--- config.mk ---
export PLATFORM = sky130hd
export DESIGN_NAME = dmpp_mode_pages
export DESIGN_NICKNAME = d
export VERILOG_FILES = /design/src/rtl/dmpp_pkg.sv /design/src/rtl/dmpp_idle_timer.sv /design/src/rtl/dmpp_mode_pages.sv
export VERILOG_INCLUDE_DIRS = /design/src /design/src/rtl
export SDC_FILE = /design/constraint.sdc
export NUM_CORES = 1
export LEC_CHECK = 0
export BUFFER_PORTS_ARGS = -buffer_cell sky130_fd_sc_hd__buf_4
export CAP_MARGIN = 30
export CORE_MARGIN = 2
export CORE_UTILIZATION = 60
export CTS_BUF_LIST = sky130_fd_sc_hd__clkbuf_4 sky130_fd_sc_hd__clkbuf_8 sky130_fd_sc_hd__clkbuf_16
export CTS_CLUSTER_DIAMETER = 60
export CTS_CLUSTER_SIZE = 10
export DETAILED_ROUTE_END_ITERATION = 8
export PLACE_DENSITY = 0.82
export RECOVER_POWER = 50
export SLEW_MARGIN = 10
export SYNTH_ARGS = -nofsm -noshare
export SYNTH_HDL_FRONTEND = slang
export SYNTH_HIERARCHICAL = 1
export SYNTH_SLANG_ARGS = --single-unit
export TNS_END_PERCENT = 5
--- constraint.sdc ---
create_clock -name clk -period 7 [get_ports clk]
set_clock_uncertainty 0.05 [all_clocks]
set_input_delay 0 -clock clk [delete_from_list [all_inputs] [get_ports clk]]
set_output_delay 0 -clock clk [all_outputs]
set_load 0.05 [all_outputs]
--- src/rtl/dmpp_consts.svh ---
// offsets, field positions, reset values and timing counts of the mode-page store
`ifndef DMPP_CONSTS_SVH
`define DMPP_CONSTS_SVH

// page codes
`define DMPP_PG_CACHE 6'h08
`define DMPP_PG_ZONE 6'h0C
`define DMPP_PG_IDLE 6'h32
`define DMPP_PG_CTRL 6'h37

// page lengths as reported in byte 1
`define DMPP_LEN_CACHE 8'h0A
`define DMPP_LEN_ZONE 8'h16
`define DMPP_LEN_IDLE 8'h02
`define DMPP_LEN_CTRL 8'h0E

// byte offsets within pages
`define DMPP_B_CODE 5'h00
`define DMPP_B_LEN 5'h01
`define DMPP_B_FLAGS 5'h02
`define DMPP_B_CTRL_SEG 5'h03
`define DMPP_B_CTRL_MINPF 5'h04
`define DMPP_B_CTRL_MAXPF 5'h05
`define DMPP_B_CACHE_MINPF 5'h07
`define DMPP_B_CACHE_MAXPF 5'h09
`define DMPP_B_ZONE_MAX_HI 5'h04
`define DMPP_B_ZONE_MAX_LO 5'h05
`define DMPP_B_ZONE_ACT_HI 5'h06
`define DMPP_B_ZONE_ACT_LO 5'h07
`define DMPP_B_ZONE_START 5'h08
`define DMPP_B_ZONE_END 5'h0C
`define DMPP_B_ZONE_MAP 5'h10
`define DMPP_B_ZONE_LAST 5'h17
`define DMPP_B_IDLE_STBY 5'h02
`define DMPP_B_IDLE_SHDN 5'h03

// flag bit positions
`define DMPP_BIT_SAVEABLE 7
`define DMPP_BIT_ZONED 7
`define DMPP_BIT_BKIND 6
`define DMPP_BIT_KEEP_SYNC 5
`define DMPP_BIT_ORIG_SYNC 4
`define DMPP_BIT_WIDX 3
`define DMPP_BIT_PF_ONLY 2
`define DMPP_BIT_PF_EN 1
`define DMPP_BIT_CACHE_EN 0
`define DMPP_BIT_WCE 2
`define DMPP_BIT_RCD 0

// fixed zone-page values
`define DMPP_ZONE_COUNT 16'h0010
`define DMPP_ZONE_LAST_IDX 4'hF
`define DMPP_ZONE_MAP 64'h0000_0000_0000_1008
`define DMPP_ZONE_START_HEAD 8'h00
`define DMPP_ZONE_END_HEAD 8'h00
`define DMPP_UNIT_LAST_CYL 24'd2852

// reset values
`define DMPP_RST_PF_EN 1'b1
`define DMPP_RST_CACHE_EN 1'b1
`define DMPP_RST_WCE 1'b1
`define DMPP_RST_MINUTES 8'h00

// timing: one minute of seconds, one second of clock cycles
`define DMPP_CLK_HZ 100000000
`define DMPP_MINUTE_S 60
`define DMPP_SEC_CYCLES (`DMPP_CLK_HZ * 1)

`endif

--- src/rtl/dmpp_pkg.sv ---
// types shared by the mode-page store
package dmpp_pkg;

  // one byte access to a mode page
  typedef struct packed {
    logic [5:0] page;
    logic [4:0] idx;
    logic [7:0] data;
  } dmpp_acc_t;

  // cache and negotiation controls driven to the rest of the drive
  typedef struct packed {
    logic keep_sync;
    logic originate_sync;
    logic prefetch;
    logic cache_on;
    logic write_cache;
  } dmpp_cache_t;

  // idle timer phase
  typedef enum logic [1:0] {
    DMPP_IDLE_OFF = 2'b00,
    DMPP_IDLE_RUN = 2'b01,
    DMPP_IDLE_HIT = 2'b10
  } dmpp_idle_t;

endpackage

--- src/rtl/dmpp_idle_timer.sv ---
// minute timer that expires after a condition has held for a set number of minutes
`timescale 1ns/1ps
`include "dmpp_consts.svh"

module dmpp_idle_timer #(
  parameter logic [7:0] SEC_PER_MIN = 8'(`DMPP_MINUTE_S)
) (
  input wire logic clk,          // system clock
  input wire logic rstn,         // async reset, active low
  input wire logic active,       // condition being timed
  input wire logic sec_tick,     // one-cycle pulse per second
  input wire logic [7:0] limit,  // minutes, zero disables
  output logic expired           // condition held for limit minutes
);

  dmpp_pkg::dmpp_idle_t state;
  dmpp_pkg::dmpp_idle_t next_state;
  logic [7:0] sec_cnt;
  logic [7:0] min_cnt;
  logic active_q;

  // ------------------------------------------------------------------
  // phase decode
  // ------------------------------------------------------------------
  // a change of condition or a zero limit drops back to off, so the count restarts
  wire restart = (active != active_q) || !active || (limit == 8'h00);
  wire min_wrap = sec_tick && (sec_cnt == SEC_PER_MIN - 8'h01);
  // a limit lowered below the running count expires at once instead of waiting for wrap
  wire reached = (min_cnt >= limit);

  always_comb begin
    next_state = state;
    unique case (state)
      dmpp_pkg::DMPP_IDLE_OFF: next_state = restart ? dmpp_pkg::DMPP_IDLE_OFF
                                                    : dmpp_pkg::DMPP_IDLE_RUN;
      dmpp_pkg::DMPP_IDLE_RUN: next_state = restart ? dmpp_pkg::DMPP_IDLE_OFF
                                          : (reached ? dmpp_pkg::DMPP_IDLE_HIT
                                                     : dmpp_pkg::DMPP_IDLE_RUN);
      dmpp_pkg::DMPP_IDLE_HIT: next_state = restart ? dmpp_pkg::DMPP_IDLE_OFF
                                                    : dmpp_pkg::DMPP_IDLE_HIT;
      default: next_state = dmpp_pkg::DMPP_IDLE_OFF;
    endcase
  end

  // ------------------------------------------------------------------
  // counters
  // ------------------------------------------------------------------
  always_ff @(posedge clk or negedge rstn) begin
    if (!rstn) begin
      state <= dmpp_pkg::DMPP_IDLE_OFF;
      active_q <= 1'b0;
      sec_cnt <= 8'h00;
      min_cnt <= 8'h00;
    end else begin
      state <= next_state;
      active_q <= active;
      if (next_state != dmpp_pkg::DMPP_IDLE_RUN) begin
        sec_cnt <= 8'h00;
        min_cnt <= 8'h00;
      end else if (min_wrap) begin
        sec_cnt <= 8'h00;
        min_cnt <= min_cnt + 8'h01;
      end else if (sec_tick) begin
        sec_cnt <= sec_cnt + 8'h01;
      end
    end
  end

  assign expired = (state == dmpp_pkg::DMPP_IDLE_HIT);

endmodule // dmpp_idle_timer

--- src/rtl/dmpp_mode_pages.sv ---
// mode-page store for the zone, idle-time and cache-control pages
`timescale 1ns/1ps
`include "dmpp_consts.svh"

module dmpp_mode_pages #(
  parameter int SEC_CYCLES = `DMPP_SEC_CYCLES,       // clock cycles per second
  parameter logic [7:0] SEC_PER_MIN = 8'(`DMPP_MINUTE_S) // seconds per minute
) (
  input wire logic clk,                      // system clock, 100 MHz
  input wire logic rstn,                     // async reset, active low
  input wire logic wr_en,                    // page byte write strobe
  input wire dmpp_pkg::dmpp_acc_t wr_acc,    // page, byte and data written
  input wire logic rd_en,                    // page byte read strobe
  input wire dmpp_pkg::dmpp_acc_t rd_acc,    // page and byte read, data unused
  input wire logic selected,                 // drive currently selected
  input wire logic drive_reset,              // drive reset event, one cycle
  input wire logic [7:0] seg_count,          // cache segments from cache engine
  input wire logic [7:0] min_prefetch,       // minimum prefetch from cache engine
  input wire logic [7:0] max_prefetch,       // maximum prefetch from cache engine
  output logic [7:0] rd_data,                // byte read, one cycle after rd_en
  output logic rd_valid,                     // rd_data valid pulse
  output logic wr_error,                     // rejected active-zone write pulse
  output logic [3:0] active_zone,            // zone later accesses refer to
  output dmpp_pkg::dmpp_cache_t cache_ctl,   // cache and sync controls
  output logic standby,                      // standby mode request
  output logic shutdown,                     // power-shutdown request
  output logic sync_table_clear              // clear per-initiator sync table pulse
);

  // ------------------------------------------------------------------
  // stored fields
  // ------------------------------------------------------------------
  logic [7:0] standby_min;
  logic [7:0] shutdown_min;
  logic keep_sync_table_flag;
  logic originate_sync_request_flag;
  logic write_index_flag;
  logic prefetch_only_flag;
  logic prefetch_enable_flag;
  logic cache_enable_flag;
  logic write_cache_flag;
  logic [31:0] sec_cnt;
  logic sec_tick;
  logic standby_hit;
  logic shutdown_hit;

  // ------------------------------------------------------------------
  // zone boundary table
  // ------------------------------------------------------------------
  // fixed per-zone cylinders; a small constant table costs less than a rom
  function automatic logic [23:0] zone_start(input logic [3:0] z);
    logic [23:0] c;
    c = 24'd0;
    unique case (z)
      4'h0: c = 24'd0;
      4'h1: c = 24'd200;
      4'h2: c = 24'd359;
      4'h3: c = 24'd597;
      4'h4: c = 24'd745;
      4'h5: c = 24'd873;
      4'h6: c = 24'd1031;
      4'h7: c = 24'd1219;
      4'h8: c = 24'd1397;
      4'h9: c = 24'd1585;
      4'hA: c = 24'd1783;
      4'hB: c = 24'd1941;
      4'hC: c = 24'd2179;
      4'hD: c = 24'd2297;
      4'hE: c = 24'd2435;
      4'hF: c = 24'd2613;
    endcase
    return c;
  endfunction

  function automatic logic [23:0] zone_end(input logic [3:0] z);
    logic [23:0] c;
    c = 24'd0;
    unique case (z)
      4'h0: c = 24'd199;
      4'h1: c = 24'd358;
      4'h2: c = 24'd596;
      4'h3: c = 24'd744;
      4'h4: c = 24'd872;
      4'h5: c = 24'd1030;
      4'h6: c = 24'd1218;
      4'h7: c = 24'd1396;
      4'h8: c = 24'd1586;
      4'h9: c = 24'd1782;
      4'hA: c = 24'd1940;
      4'hB: c = 24'd2178;
      4'hC: c = 24'd2296;
      4'hD: c = 24'd2434;
      4'hE: c = 24'd2612;
      4'hF: c = 24'd2852;
    endcase
    return c;
  endfunction

  // zone zero stands for the whole unit, so it spans first to last cylinder
  wire [23:0] start_cyl = (active_zone == 4'h0) ? 24'd0 : zone_start(active_zone);
  wire [23:0] end_cyl = (active_zone == 4'h0) ? `DMPP_UNIT_LAST_CYL
                                              : zone_end(active_zone);
  wire [31:0] start_bnd = {start_cyl, `DMPP_ZONE_START_HEAD};
  wire [31:0] end_bnd = {end_cyl, `DMPP_ZONE_END_HEAD};
  wire [63:0] zone_map = `DMPP_ZONE_MAP;
  wire [15:0] zone_count = `DMPP_ZONE_COUNT;

  // ------------------------------------------------------------------
  // write decode
  // ------------------------------------------------------------------
  wire wr_zone = wr_en && (wr_acc.page == `DMPP_PG_ZONE);
  wire wr_idle = wr_en && (wr_acc.page == `DMPP_PG_IDLE);
  wire wr_ctrl_flags = wr_en && (wr_acc.page == `DMPP_PG_CTRL) &&
                       (wr_acc.idx == `DMPP_B_FLAGS);
  wire wr_cache_flags = wr_en && (wr_acc.page == `DMPP_PG_CACHE) &&
                        (wr_acc.idx == `DMPP_B_FLAGS);
  // high byte of the zone number must be zero and low byte at most fifteen
  wire wr_zone_hi = wr_zone && (wr_acc.idx == `DMPP_B_ZONE_ACT_HI);
  wire wr_zone_lo = wr_zone && (wr_acc.idx == `DMPP_B_ZONE_ACT_LO);
  wire zone_ok = (wr_acc.data[7:4] == 4'h0);
  wire zone_take = wr_zone_lo && zone_ok;
  wire zone_bad = (wr_zone_lo && !zone_ok) ||
                  (wr_zone_hi && (wr_acc.data != 8'h00));
  wire rcd_bit = wr_acc.data[`DMPP_BIT_RCD];

  // active zone, changed only by a valid write to its own field
  always_ff @(posedge clk or negedge rstn) begin
    if (!rstn) begin
      active_zone <= 4'h0;
      wr_error <= 1'b0;
    end else begin
      wr_error <= zone_bad;
      if (zone_take) begin
        active_zone <= wr_acc.data[3:0];
      end
    end
  end

  // idle-time minute limits
  always_ff @(posedge clk or negedge rstn) begin
    if (!rstn) begin
      standby_min <= `DMPP_RST_MINUTES;
      shutdown_min <= `DMPP_RST_MINUTES;
    end else if (wr_idle && (wr_acc.idx == `DMPP_B_IDLE_STBY)) begin
      standby_min <= wr_acc.data;
    end else if (wr_idle && (wr_acc.idx == `DMPP_B_IDLE_SHDN)) begin
      shutdown_min <= wr_acc.data;
    end
  end

  // cache flags: one store serves both pages so they always mirror
  always_ff @(posedge clk or negedge rstn) begin
    if (!rstn) begin
      keep_sync_table_flag <= 1'b0;
      originate_sync_request_flag <= 1'b0;
      write_index_flag <= 1'b0;
      prefetch_only_flag <= 1'b0;
      prefetch_enable_flag <= `DMPP_RST_PF_EN;
      cache_enable_flag <= `DMPP_RST_CACHE_EN;
      write_cache_flag <= `DMPP_RST_WCE;
    end else if (wr_ctrl_flags) begin
      keep_sync_table_flag <= wr_acc.data[`DMPP_BIT_KEEP_SYNC];
      originate_sync_request_flag <= wr_acc.data[`DMPP_BIT_ORIG_SYNC];
      write_index_flag <= wr_acc.data[`DMPP_BIT_WIDX];
      prefetch_only_flag <= wr_acc.data[`DMPP_BIT_PF_ONLY];
      prefetch_enable_flag <= wr_acc.data[`DMPP_BIT_PF_EN];
      cache_enable_flag <= wr_acc.data[`DMPP_BIT_CACHE_EN];
    end else if (wr_cache_flags) begin
      write_cache_flag <= wr_acc.data[`DMPP_BIT_WCE];
      prefetch_enable_flag <= !rcd_bit;
      cache_enable_flag <= !rcd_bit;
    end
  end

  // ------------------------------------------------------------------
  // read mux
  // ------------------------------------------------------------------
  // read-cache-disable is the mirror of cache enable on the cache page
  wire rcd_view = !cache_enable_flag;
  wire [7:0] ctrl_flags = {2'b00, keep_sync_table_flag, originate_sync_request_flag,
                           write_index_flag, prefetch_only_flag, prefetch_enable_flag,
                           cache_enable_flag};
  wire [7:0] cache_flags = {5'b00000, write_cache_flag, 1'b0, rcd_view};
  // zone page byte 2: zoned set, boundary kind clear, rest reserved
  wire [7:0] zone_flags = 8'h80;
  wire [4:0] ri = rd_acc.idx;
  wire [4:0] map_off = ri - `DMPP_B_ZONE_MAP;
  wire [2:0] map_byte = 3'd7 - map_off[2:0];
  wire [1:0] bnd_byte = 2'd3 - ri[1:0];

  logic [7:0] next_rd_data;
  always_comb begin
    next_rd_data = 8'h00;
    unique case (rd_acc.page)
      `DMPP_PG_ZONE: begin
        if (ri == `DMPP_B_CODE) begin
          next_rd_data = {1'b0, 1'b0, `DMPP_PG_ZONE};
        end else if (ri == `DMPP_B_LEN) begin
          next_rd_data = `DMPP_LEN_ZONE;
        end else if (ri == `DMPP_B_FLAGS) begin
          next_rd_data = zone_flags;
        end else if (ri == `DMPP_B_ZONE_MAX_HI) begin
          next_rd_data = zone_count[15:8];
        end else if (ri == `DMPP_B_ZONE_MAX_LO) begin
          next_rd_data = zone_count[7:0];
        end else if (ri == `DMPP_B_ZONE_ACT_LO) begin
          next_rd_data = {4'h0, active_zone};
        end else if (ri >= `DMPP_B_ZONE_START && ri < `DMPP_B_ZONE_END) begin
          next_rd_data = start_bnd[bnd_byte*8 +: 8];
        end else if (ri >= `DMPP_B_ZONE_END && ri < `DMPP_B_ZONE_MAP) begin
          next_rd_data = end_bnd[bnd_byte*8 +: 8];
        end else if (ri >= `DMPP_B_ZONE_MAP && ri <= `DMPP_B_ZONE_LAST) begin
          next_rd_data = zone_map[map_byte*8 +: 8];
        end
      end
      `DMPP_PG_IDLE: begin
        if (ri == `DMPP_B_CODE) begin
          next_rd_data = {2'b00, `DMPP_PG_IDLE};
        end else if (ri == `DMPP_B_LEN) begin
          next_rd_data = `DMPP_LEN_IDLE;
        end else if (ri == `DMPP_B_IDLE_STBY) begin
          next_rd_data = standby_min;
        end else if (ri == `DMPP_B_IDLE_SHDN) begin
          next_rd_data = shutdown_min;
        end
      end
      `DMPP_PG_CTRL: begin
        if (ri == `DMPP_B_CODE) begin
          next_rd_data = {2'b00, `DMPP_PG_CTRL};
        end else if (ri == `DMPP_B_LEN) begin
          next_rd_data = `DMPP_LEN_CTRL;
        end else if (ri == `DMPP_B_FLAGS) begin
          next_rd_data = ctrl_flags;
        end else if (ri == `DMPP_B_CTRL_SEG) begin
          next_rd_data = seg_count;
        end else if (ri == `DMPP_B_CTRL_MINPF) begin
          next_rd_data = min_prefetch;
        end else if (ri == `DMPP_B_CTRL_MAXPF) begin
          next_rd_data = max_prefetch;
        end
      end
      `DMPP_PG_CACHE: begin
        if (ri == `DMPP_B_CODE) begin
          next_rd_data = {2'b00, `DMPP_PG_CACHE};
        end else if (ri == `DMPP_B_LEN) begin
          next_rd_data = `DMPP_LEN_CACHE;
        end else if (ri == `DMPP_B_FLAGS) begin
          next_rd_data = cache_flags;
        end else if (ri == `DMPP_B_CACHE_MINPF) begin
          next_rd_data = min_prefetch;
        end else if (ri == `DMPP_B_CACHE_MAXPF) begin
          next_rd_data = max_prefetch;
        end
      end
      default: next_rd_data = 8'h00;
    endcase
  end

  // read data registered, valid one cycle after the strobe
  always_ff @(posedge clk or negedge rstn) begin
    if (!rstn) begin
      rd_data <= 8'h00;
      rd_valid <= 1'b0;
    end else begin
      rd_valid <= rd_en;
      if (rd_en) begin
        rd_data <= next_rd_data;
      end
    end
  end

  // ------------------------------------------------------------------
  // controls to the drive
  // ------------------------------------------------------------------
  // prefetch is gated here so the cache engine never sees it without the cache
  always_ff @(posedge clk or negedge rstn) begin
    if (!rstn) begin
      cache_ctl <= '0;
      sync_table_clear <= 1'b0;
    end else begin
      cache_ctl.keep_sync <= keep_sync_table_flag;
      cache_ctl.originate_sync <= originate_sync_request_flag;
      cache_ctl.prefetch <= prefetch_enable_flag && cache_enable_flag;
      cache_ctl.cache_on <= cache_enable_flag;
      cache_ctl.write_cache <= write_cache_flag;
      sync_table_clear <= drive_reset && !keep_sync_table_flag;
    end
  end

  // ------------------------------------------------------------------
  // idle timers
  // ------------------------------------------------------------------
  // one-second prescaler shared by both timers keeps each timer narrow
  always_ff @(posedge clk or negedge rstn) begin
    if (!rstn) begin
      sec_cnt <= 32'h0000_0000;
      sec_tick <= 1'b0;
    end else if (sec_cnt == 32'(SEC_CYCLES - 1)) begin
      sec_cnt <= 32'h0000_0000;
      sec_tick <= 1'b1;
    end else begin
      sec_cnt <= sec_cnt + 32'h0000_0001;
      sec_tick <= 1'b0;
    end
  end

  dmpp_idle_timer #(.SEC_PER_MIN(SEC_PER_MIN)) u_standby (
    .clk(clk),
    .rstn(rstn),
    .active(selected),
    .sec_tick(sec_tick),
    .limit(standby_min),
    .expired(standby_hit)
  );

  dmpp_idle_timer #(.SEC_PER_MIN(SEC_PER_MIN)) u_shutdown (
    .clk(clk),
    .rstn(rstn),
    .active(!selected),
    .sec_tick(sec_tick),
    .limit(shutdown_min),
    .expired(shutdown_hit)
  );

  assign standby = standby_hit;
  assign shutdown = shutdown_hit;

endmodule // dmpp_mode_pages

## After elaboration in Yosys (flattened, before gate mapping)

Memory sizes are Yosys's and may differ from the RTL's.
Index checks and enable logic that the tools add are counted.
Widths: inputs -> output; s select.

| word-level totals | value |
|---|---|
| register bits after elaboration | 114 |
| latch bits | 0 |
| RAM bits | 0 |
| ROM bits | 384 |
| output and inout port bits | 22 |
| memories kept | 2 |

| cells by class | value |
|---|---|
| add/sub/neg operators | 8 |
| $mul | 0 |
| div/mod/pow operators | 0 |
| magnitude comparators | 8 |
| equality and inequality tests | 30 |
| shift-type cells | 3 |
| mux-type cells | 52 |
| bitwise gates (word level) | 2 |
| reduce and logical (&&, ||, !) cells | 45 |

Memories:

| memory | words | width | read ports | clocked after Yosys merged registers in | write ports | line | source |
|---|---|---|---|---|---|---|---|
| (no name shown) | 16 | 12 | 1 | 0 | 0 | dmpp_mode_pages.sv:78 | `unique case (z)` |
| (no name shown) | 16 | 12 | 1 | 0 | 0 | dmpp_mode_pages.sv:54 | `unique case (z)` |

Operator list:

| cell | number |
|---|---|
| $mux 8 | 34 |
| $shiftx 32x6->8 | 2 |
| $shiftx 64x7->8 const A | 1 |
| $mux 24 | 2 |
| $add 32x1->32 const B | 1 |
| $add 8x1->8 const B | 4 |
| $eq 32x27->1 const B | 1 |
| $mux 32 | 1 |
| $pmux 8 s4 | 1 |
| $eq 5x3->1 const B | 5 |
| $eq 6x4->1 const B | 4 |
| $eq 6x6->1 const B | 4 |
| $eq 5x2->1 const B | 4 |
| $logic_and 1x1->1 | 20 |
| $eq 8x6->1 const B | 2 |
| $ge 8x8->1 | 2 |
| $logic_not 8->1 | 2 |
| $mux 2 | 6 |
| $pmux 2 s3 | 2 |
| $ge 5x4->1 const B | 2 |
| $logic_not 4->1 | 2 |
| $reduce_bool 8->1 | 1 |
| $mux 1 | 6 |
| $reduce_bool 2->1 | 3 |
| other kinds (20) | 36 |

## Depth between registers and ports, before layout

| logic depth | value |
|---|---|
| depth in word-level cells | 13 |
| mapped depth | 10 |
| gate-level depth less buffers | 8 |

## Modules after synthesis

The synthesis kept the hierarchy.

Modules (own cells, without submodules):

| module | times used | cells an instance | area each (um^2) |
|---|---|---|---|
| dmpp_mode_pages | 1 | 565 | 5003.5 |
| dmpp_idle_timer | 2 | 124 | 1243.7 |

## Least setup slack after synthesis

No wires, ideal clock.

| timing path | value |
|---|---|
| path type | reg-to-reg |
| from | reg active_zone[1] |
| to | reg rd_data[3] |
| library setup time | 0.077 ns |
| arrival time | 2.549 ns |
| slack | 4.324 ns |
| stages on the path, launching flop included | 10 |
| path through | dfrtp_1 > inv_1 > ha_1 > clkbuf_1 > or4b_2 > a21oi_1 > o21ai_0 > o31ai_1 > a22oi_1 > a21oi_1 |

| on the way | value |
|---|---|
| word-level cells in the longest chain between the ends | 12 |
| elaborated cells on any way between the ends | 16 |

RTL lines:

| what | line | source |
|---|---|---|
| start, declared | dmpp_mode_pages.sv:23 | `output logic [3:0] active_zone,` |
| start signal, assigned | dmpp_mode_pages.sv:134 | `active_zone <= wr_acc.data[3:0];` |
| $mem_v2 16x12 or $logic_not 4->1 (tied branches) | -- |  |
| $mux 24 | dmpp_mode_pages.sv:101 | `` wire [23:0] end_cyl = (active_zone == 4'h0) ? `DMPP_UNIT_LAST_CYL `` |
| $shiftx 32x6->8 | dmpp_mode_pages.sv:211 | `next_rd_data = end_bnd[bnd_byte*8 +: 8];` |
| $mux 8 | dmpp_mode_pages.sv:210 | `` end else if (ri >= `DMPP_B_ZONE_END && ri < `DMPP_B_ZONE_MAP) begin `` |
| $mux 8 (*) | dmpp_mode_pages.sv:208 | `` end else if (ri >= `DMPP_B_ZONE_START && ri < `DMPP_B_ZONE_END) begin `` |
| $mux 8 (*) | dmpp_mode_pages.sv:206 | `` end else if (ri == `DMPP_B_ZONE_ACT_LO) begin `` |
| $mux 8 (*) | dmpp_mode_pages.sv:204 | `` end else if (ri == `DMPP_B_ZONE_MAX_LO) begin `` |
| $mux 8 (*) | dmpp_mode_pages.sv:202 | `` end else if (ri == `DMPP_B_ZONE_MAX_HI) begin `` |
| $mux 8 (*) | dmpp_mode_pages.sv:200 | `` end else if (ri == `DMPP_B_FLAGS) begin `` |
| $mux 8 (*) | dmpp_mode_pages.sv:198 | `` end else if (ri == `DMPP_B_LEN) begin `` |
| $mux 8 (*) | dmpp_mode_pages.sv:196 | `` if (ri == `DMPP_B_CODE) begin `` |
| $pmux 8 s4 (*) | dmpp_mode_pages.sv:194 | `unique case (rd_acc.page)` |
| end signal, assigned | dmpp_mode_pages.sv:267 | `rd_data <= next_rd_data;` |
| end, declared | dmpp_mode_pages.sv:20 | `output logic [7:0] rd_data,` |

Mark *: on every way between the ends. The rest lies on a longest branch, timed or not.
A chain may end at the register's enable or synchronous reset.

## Worst setup path after layout

| timing path | value |
|---|---|
| from | reg active_zone[1] |
| to | reg rd_data[5] |

Same word-level chain as after synthesis.

==> flow_summary.json <==
{
  "cts.path.max_buffers": 2,
  "grt_max_degree": 81,
  "endpoint_kind": "register",
  "cpLargestDelayFamily": "compound AO/OA/AOI/OAI gates",
  "multiInputGateArea_um2": 4304,
  "io_buffers": 81,
  "drc_errors": 0,
  "p_per_area_nw_per_um2": 185.0,
  "synth.cell_area_um2": 7491,
  "antennaDiodeCount": 0,
  "hold_slack_ns": 0.03965,
  "cts_tree": "done",
  "outcome": "finished with violations",
  "seq_area_frac_synth": 0.3813,
  "ios": 90,
  "path_clk_slew_ns": 0.05,
  "avgSynthCellArea_um2": 9.214,
  "synth-edff-count": 0,
  "initial_core_util": 0.6185,
  "synth_seq_cells": 114,
  "power.total_mw": 1.649,
  "rows": 40,
  "ir_drop_mv": 0.1814,
  "p_leak_nw": 3.820,
  "hold_violations": 0,
  "worst_path_max_delay_cell": "or3b_2",
  "p_seq_frac": 0.406,
  "dieHeight_um": 115.7,
  "grt_pass1_wl_um": 34320,
  "core_area_um2": 12110,
  "synth_nets": 910,
  "hpwl_um": 14790,
  "grt-ovfl-total": 0,
  "crit_top_cell": "a31oi_1",
  "place_ws_ns": 4.232,
  "grt_pass1_vias": 6755,
  "p_sw_frac": 0.2334,
  "combPwrFrac": 0.078,
  "dieArea_um2": 13390,
  "worst_slew_pin_slew_ns": 2.139,
  "clock_latency_ns": 0.41,
  "htree_num_levels": 4,
  "final_cells": 1079,
  "cap_violations": 1,
  "path_cells": "inv_1, ha_1, or3b_2, a31oi_1, a31oi_1, o311ai_0, mux2_2",
  "drive_gt1_frac": 0.1658,
  "p_sw_uw": 384.8,
  "antenna_found_initial": 0,
  "dpl_cell_area_um2": 8170,
  "regArea_um2": 2856,
  "cts_resized": 0,
  "ctsHoldBuffers": 18,
  "critPathMaxFanout": 13,
  "worstPathArrival_ns": 3.15,
  "drt.antenna.violating_nets": 0,
  "slew_violations": 36,
  "setup_ws_ns": 4.153,
  "drt-pass1-iter-count": 5,
  "path_class": "reg2reg",
  "grt_usage": 0.3278,
  "ys_warn_count": 6,
  "rsz0062_at_grt": "no",
  "max_stage_delay_ns": 0.59,
  "fin_crit_sh": 0.4067,
  "cts-root-buf": "clkbuf_16",
  "yosysUniqueCellTypes": 74,
  "synth_flop_cell": "dfrtp_1",
  "cts_sinks": 114,
  "min_period_ns": 2.847,
  "postRouteWirelength_um": 22010,
  "final_util": 0.7357,
  "place_congestion": 0.9784,
  "vias": 7083,
  "mostFrequentLayoutCells": "dfrtp_1 (111), buf_4 (64), o21ai_0 (56)",
  "clock_power_share": 0.516,
  "violations": "capacitance limit, slew limit",
  "path_buf_inv": 1,
  "start_kind": "register",
  "stdcell_area_um2": 8911,
  "hold_path.class": "in2reg",
  "wl_per_cell_um": 20.39,
  "final.setup.tns_ns": 0,
  "max_freq_mhz": 351.3,
  "synthCells": 813,
  "async_reset_ff_frac": 1.000,
  "dr.first_iter.drc_count": 708,
  "cts_setup_buffers": 0,
  "setup_viol": 0,
  "fillerInstances": 909,
  "required_ns": 7.30,
  "dp_cells": 1027,
  "timing.slew.headroom": -0.4257,
  "final_common_cell": "dfrtp_1",
  "p_int_mw": 1.264,
  "final_nets": 995,
  "cts_made_buffers": 17,
  "vias_per_cell": 6.564,
  "die_w_um": 115.7,
  "area_growth_pct": 18.96
}
==> synthesized netlist by cell type (all sizes together) (23+ instances only) <==
cell,count,area (µm²)
nand3,35,185.2
nand4,24,150.1
nor3,46,235.2
dfrtp,111,2778
clkbuf,24,90.09
o21ai,57,289.0
nor2,47,192.7
nand2,45,168.9
ha,29,362.9
a21oi,38,190.2
inv,36,135.1
mux2i,23,230.2
==> registers in the layout, indices dropped and copies added, names as in the netlist, 2 cells and up <==
signal / cells
u_shutdown/state: 2
shutdown_min: 8
rd_data: 8
cache_ctl: 5
u_shutdown/sec_cnt: 8
sec_cnt: 32
u_standby/sec_cnt: 8
active_zone: 4
u_shutdown/min_cnt: 8
u_standby/state: 2
u_standby/min_cnt: 8
standby_min: 8
==> worst register-to-register path, delay by kind of cell (launching register included) <==
kind                       cells  cell delay [ns]
AOI/OAI and AO/OA              3             0.65
buffers and inverters          1             0.30
adders and majority gates      1             0.43
DFF                            1             0.54
muxes                          1             0.23
and+or+nand+nor                1             0.59
==> metal layers <==
layer  vias up  wire length (µm)  track usage  part of all wire
li1       3234                 -            -                 -
met5         -                 0            0                 0
met1      3462              9338       0.4444              0.42
met2       348             10620       0.5404              0.48
met3        39              1638      0.05649             0.074
met4         0               405       0.1040             0.018
==> logic make-up after synthesis <==
logic type,Yosys count,share of synthesized area
buf+inv,78,0.04409
simple gates,315,0.2435
fa+ha+maj,29,0.04844
xor+xnor,36,0.04209
flops,114,0.3813
compound gates,196,0.1767
mux,45,0.06381
==> worst paths after layout <==
kind | start | endpoint | slack (ns) | cells past startpoint
worst min register to register | originate_sync_request_flag$_DFFE_PN0P_ | cache_ctl[3]$_DFF_PN0_ | 0.37 | 0
worst max register to register | active_zone[1]$_DFFE_PN0P_ | rd_data[5]$_DFFE_PN0P_ | 4.15 | 7
worst min-delay path | rd_acc[16] | rd_data[6]$_DFFE_PN0P_ | 0.04 | 4
min in group asynchronous | rstn | sec_cnt[31]$_DFF_PN0_ | 0.71 | 2
worst max-delay path | active_zone[1]$_DFFE_PN0P_ | rd_data[5]$_DFFE_PN0P_ | 4.15 | 7
max in group asynchronous | rstn | prefetch_enable_flag$_DFFE_PN1P_ | 4.34 | 4
==> power by group through the flow <==
| stage | registers (mW) | clock network (mW) | logic [mW] |
|---|---|---|---|
| floorplan | 0.688 | 0 | 0.0477 |
| global placement | 0.680 | 0 | 0.119 |
| detailed placement | 0.680 | 0 | 0.120 |
| CTS | 0.669 | 0.860 | 0.128 |
| global route | 0.669 | 0.889 | 0.138 |
| finish | 0.669 | 0.851 | 0.129 |
==> final cells by class <==
cell class / count / share of cell area
Clock buffer: 23 / 0.05350
Clock inverter: 9 / 0.01208
Inverter: 37 / 0.01559
Multi-Input combinational cell: 621 / 0.4830
Sequential cell: 114 / 0.3206
Tap cell: 168 / 0.02359
Timing Repair Buffer: 107 / 0.09169
Note: power is estimated with default switching activity, not from simulation.
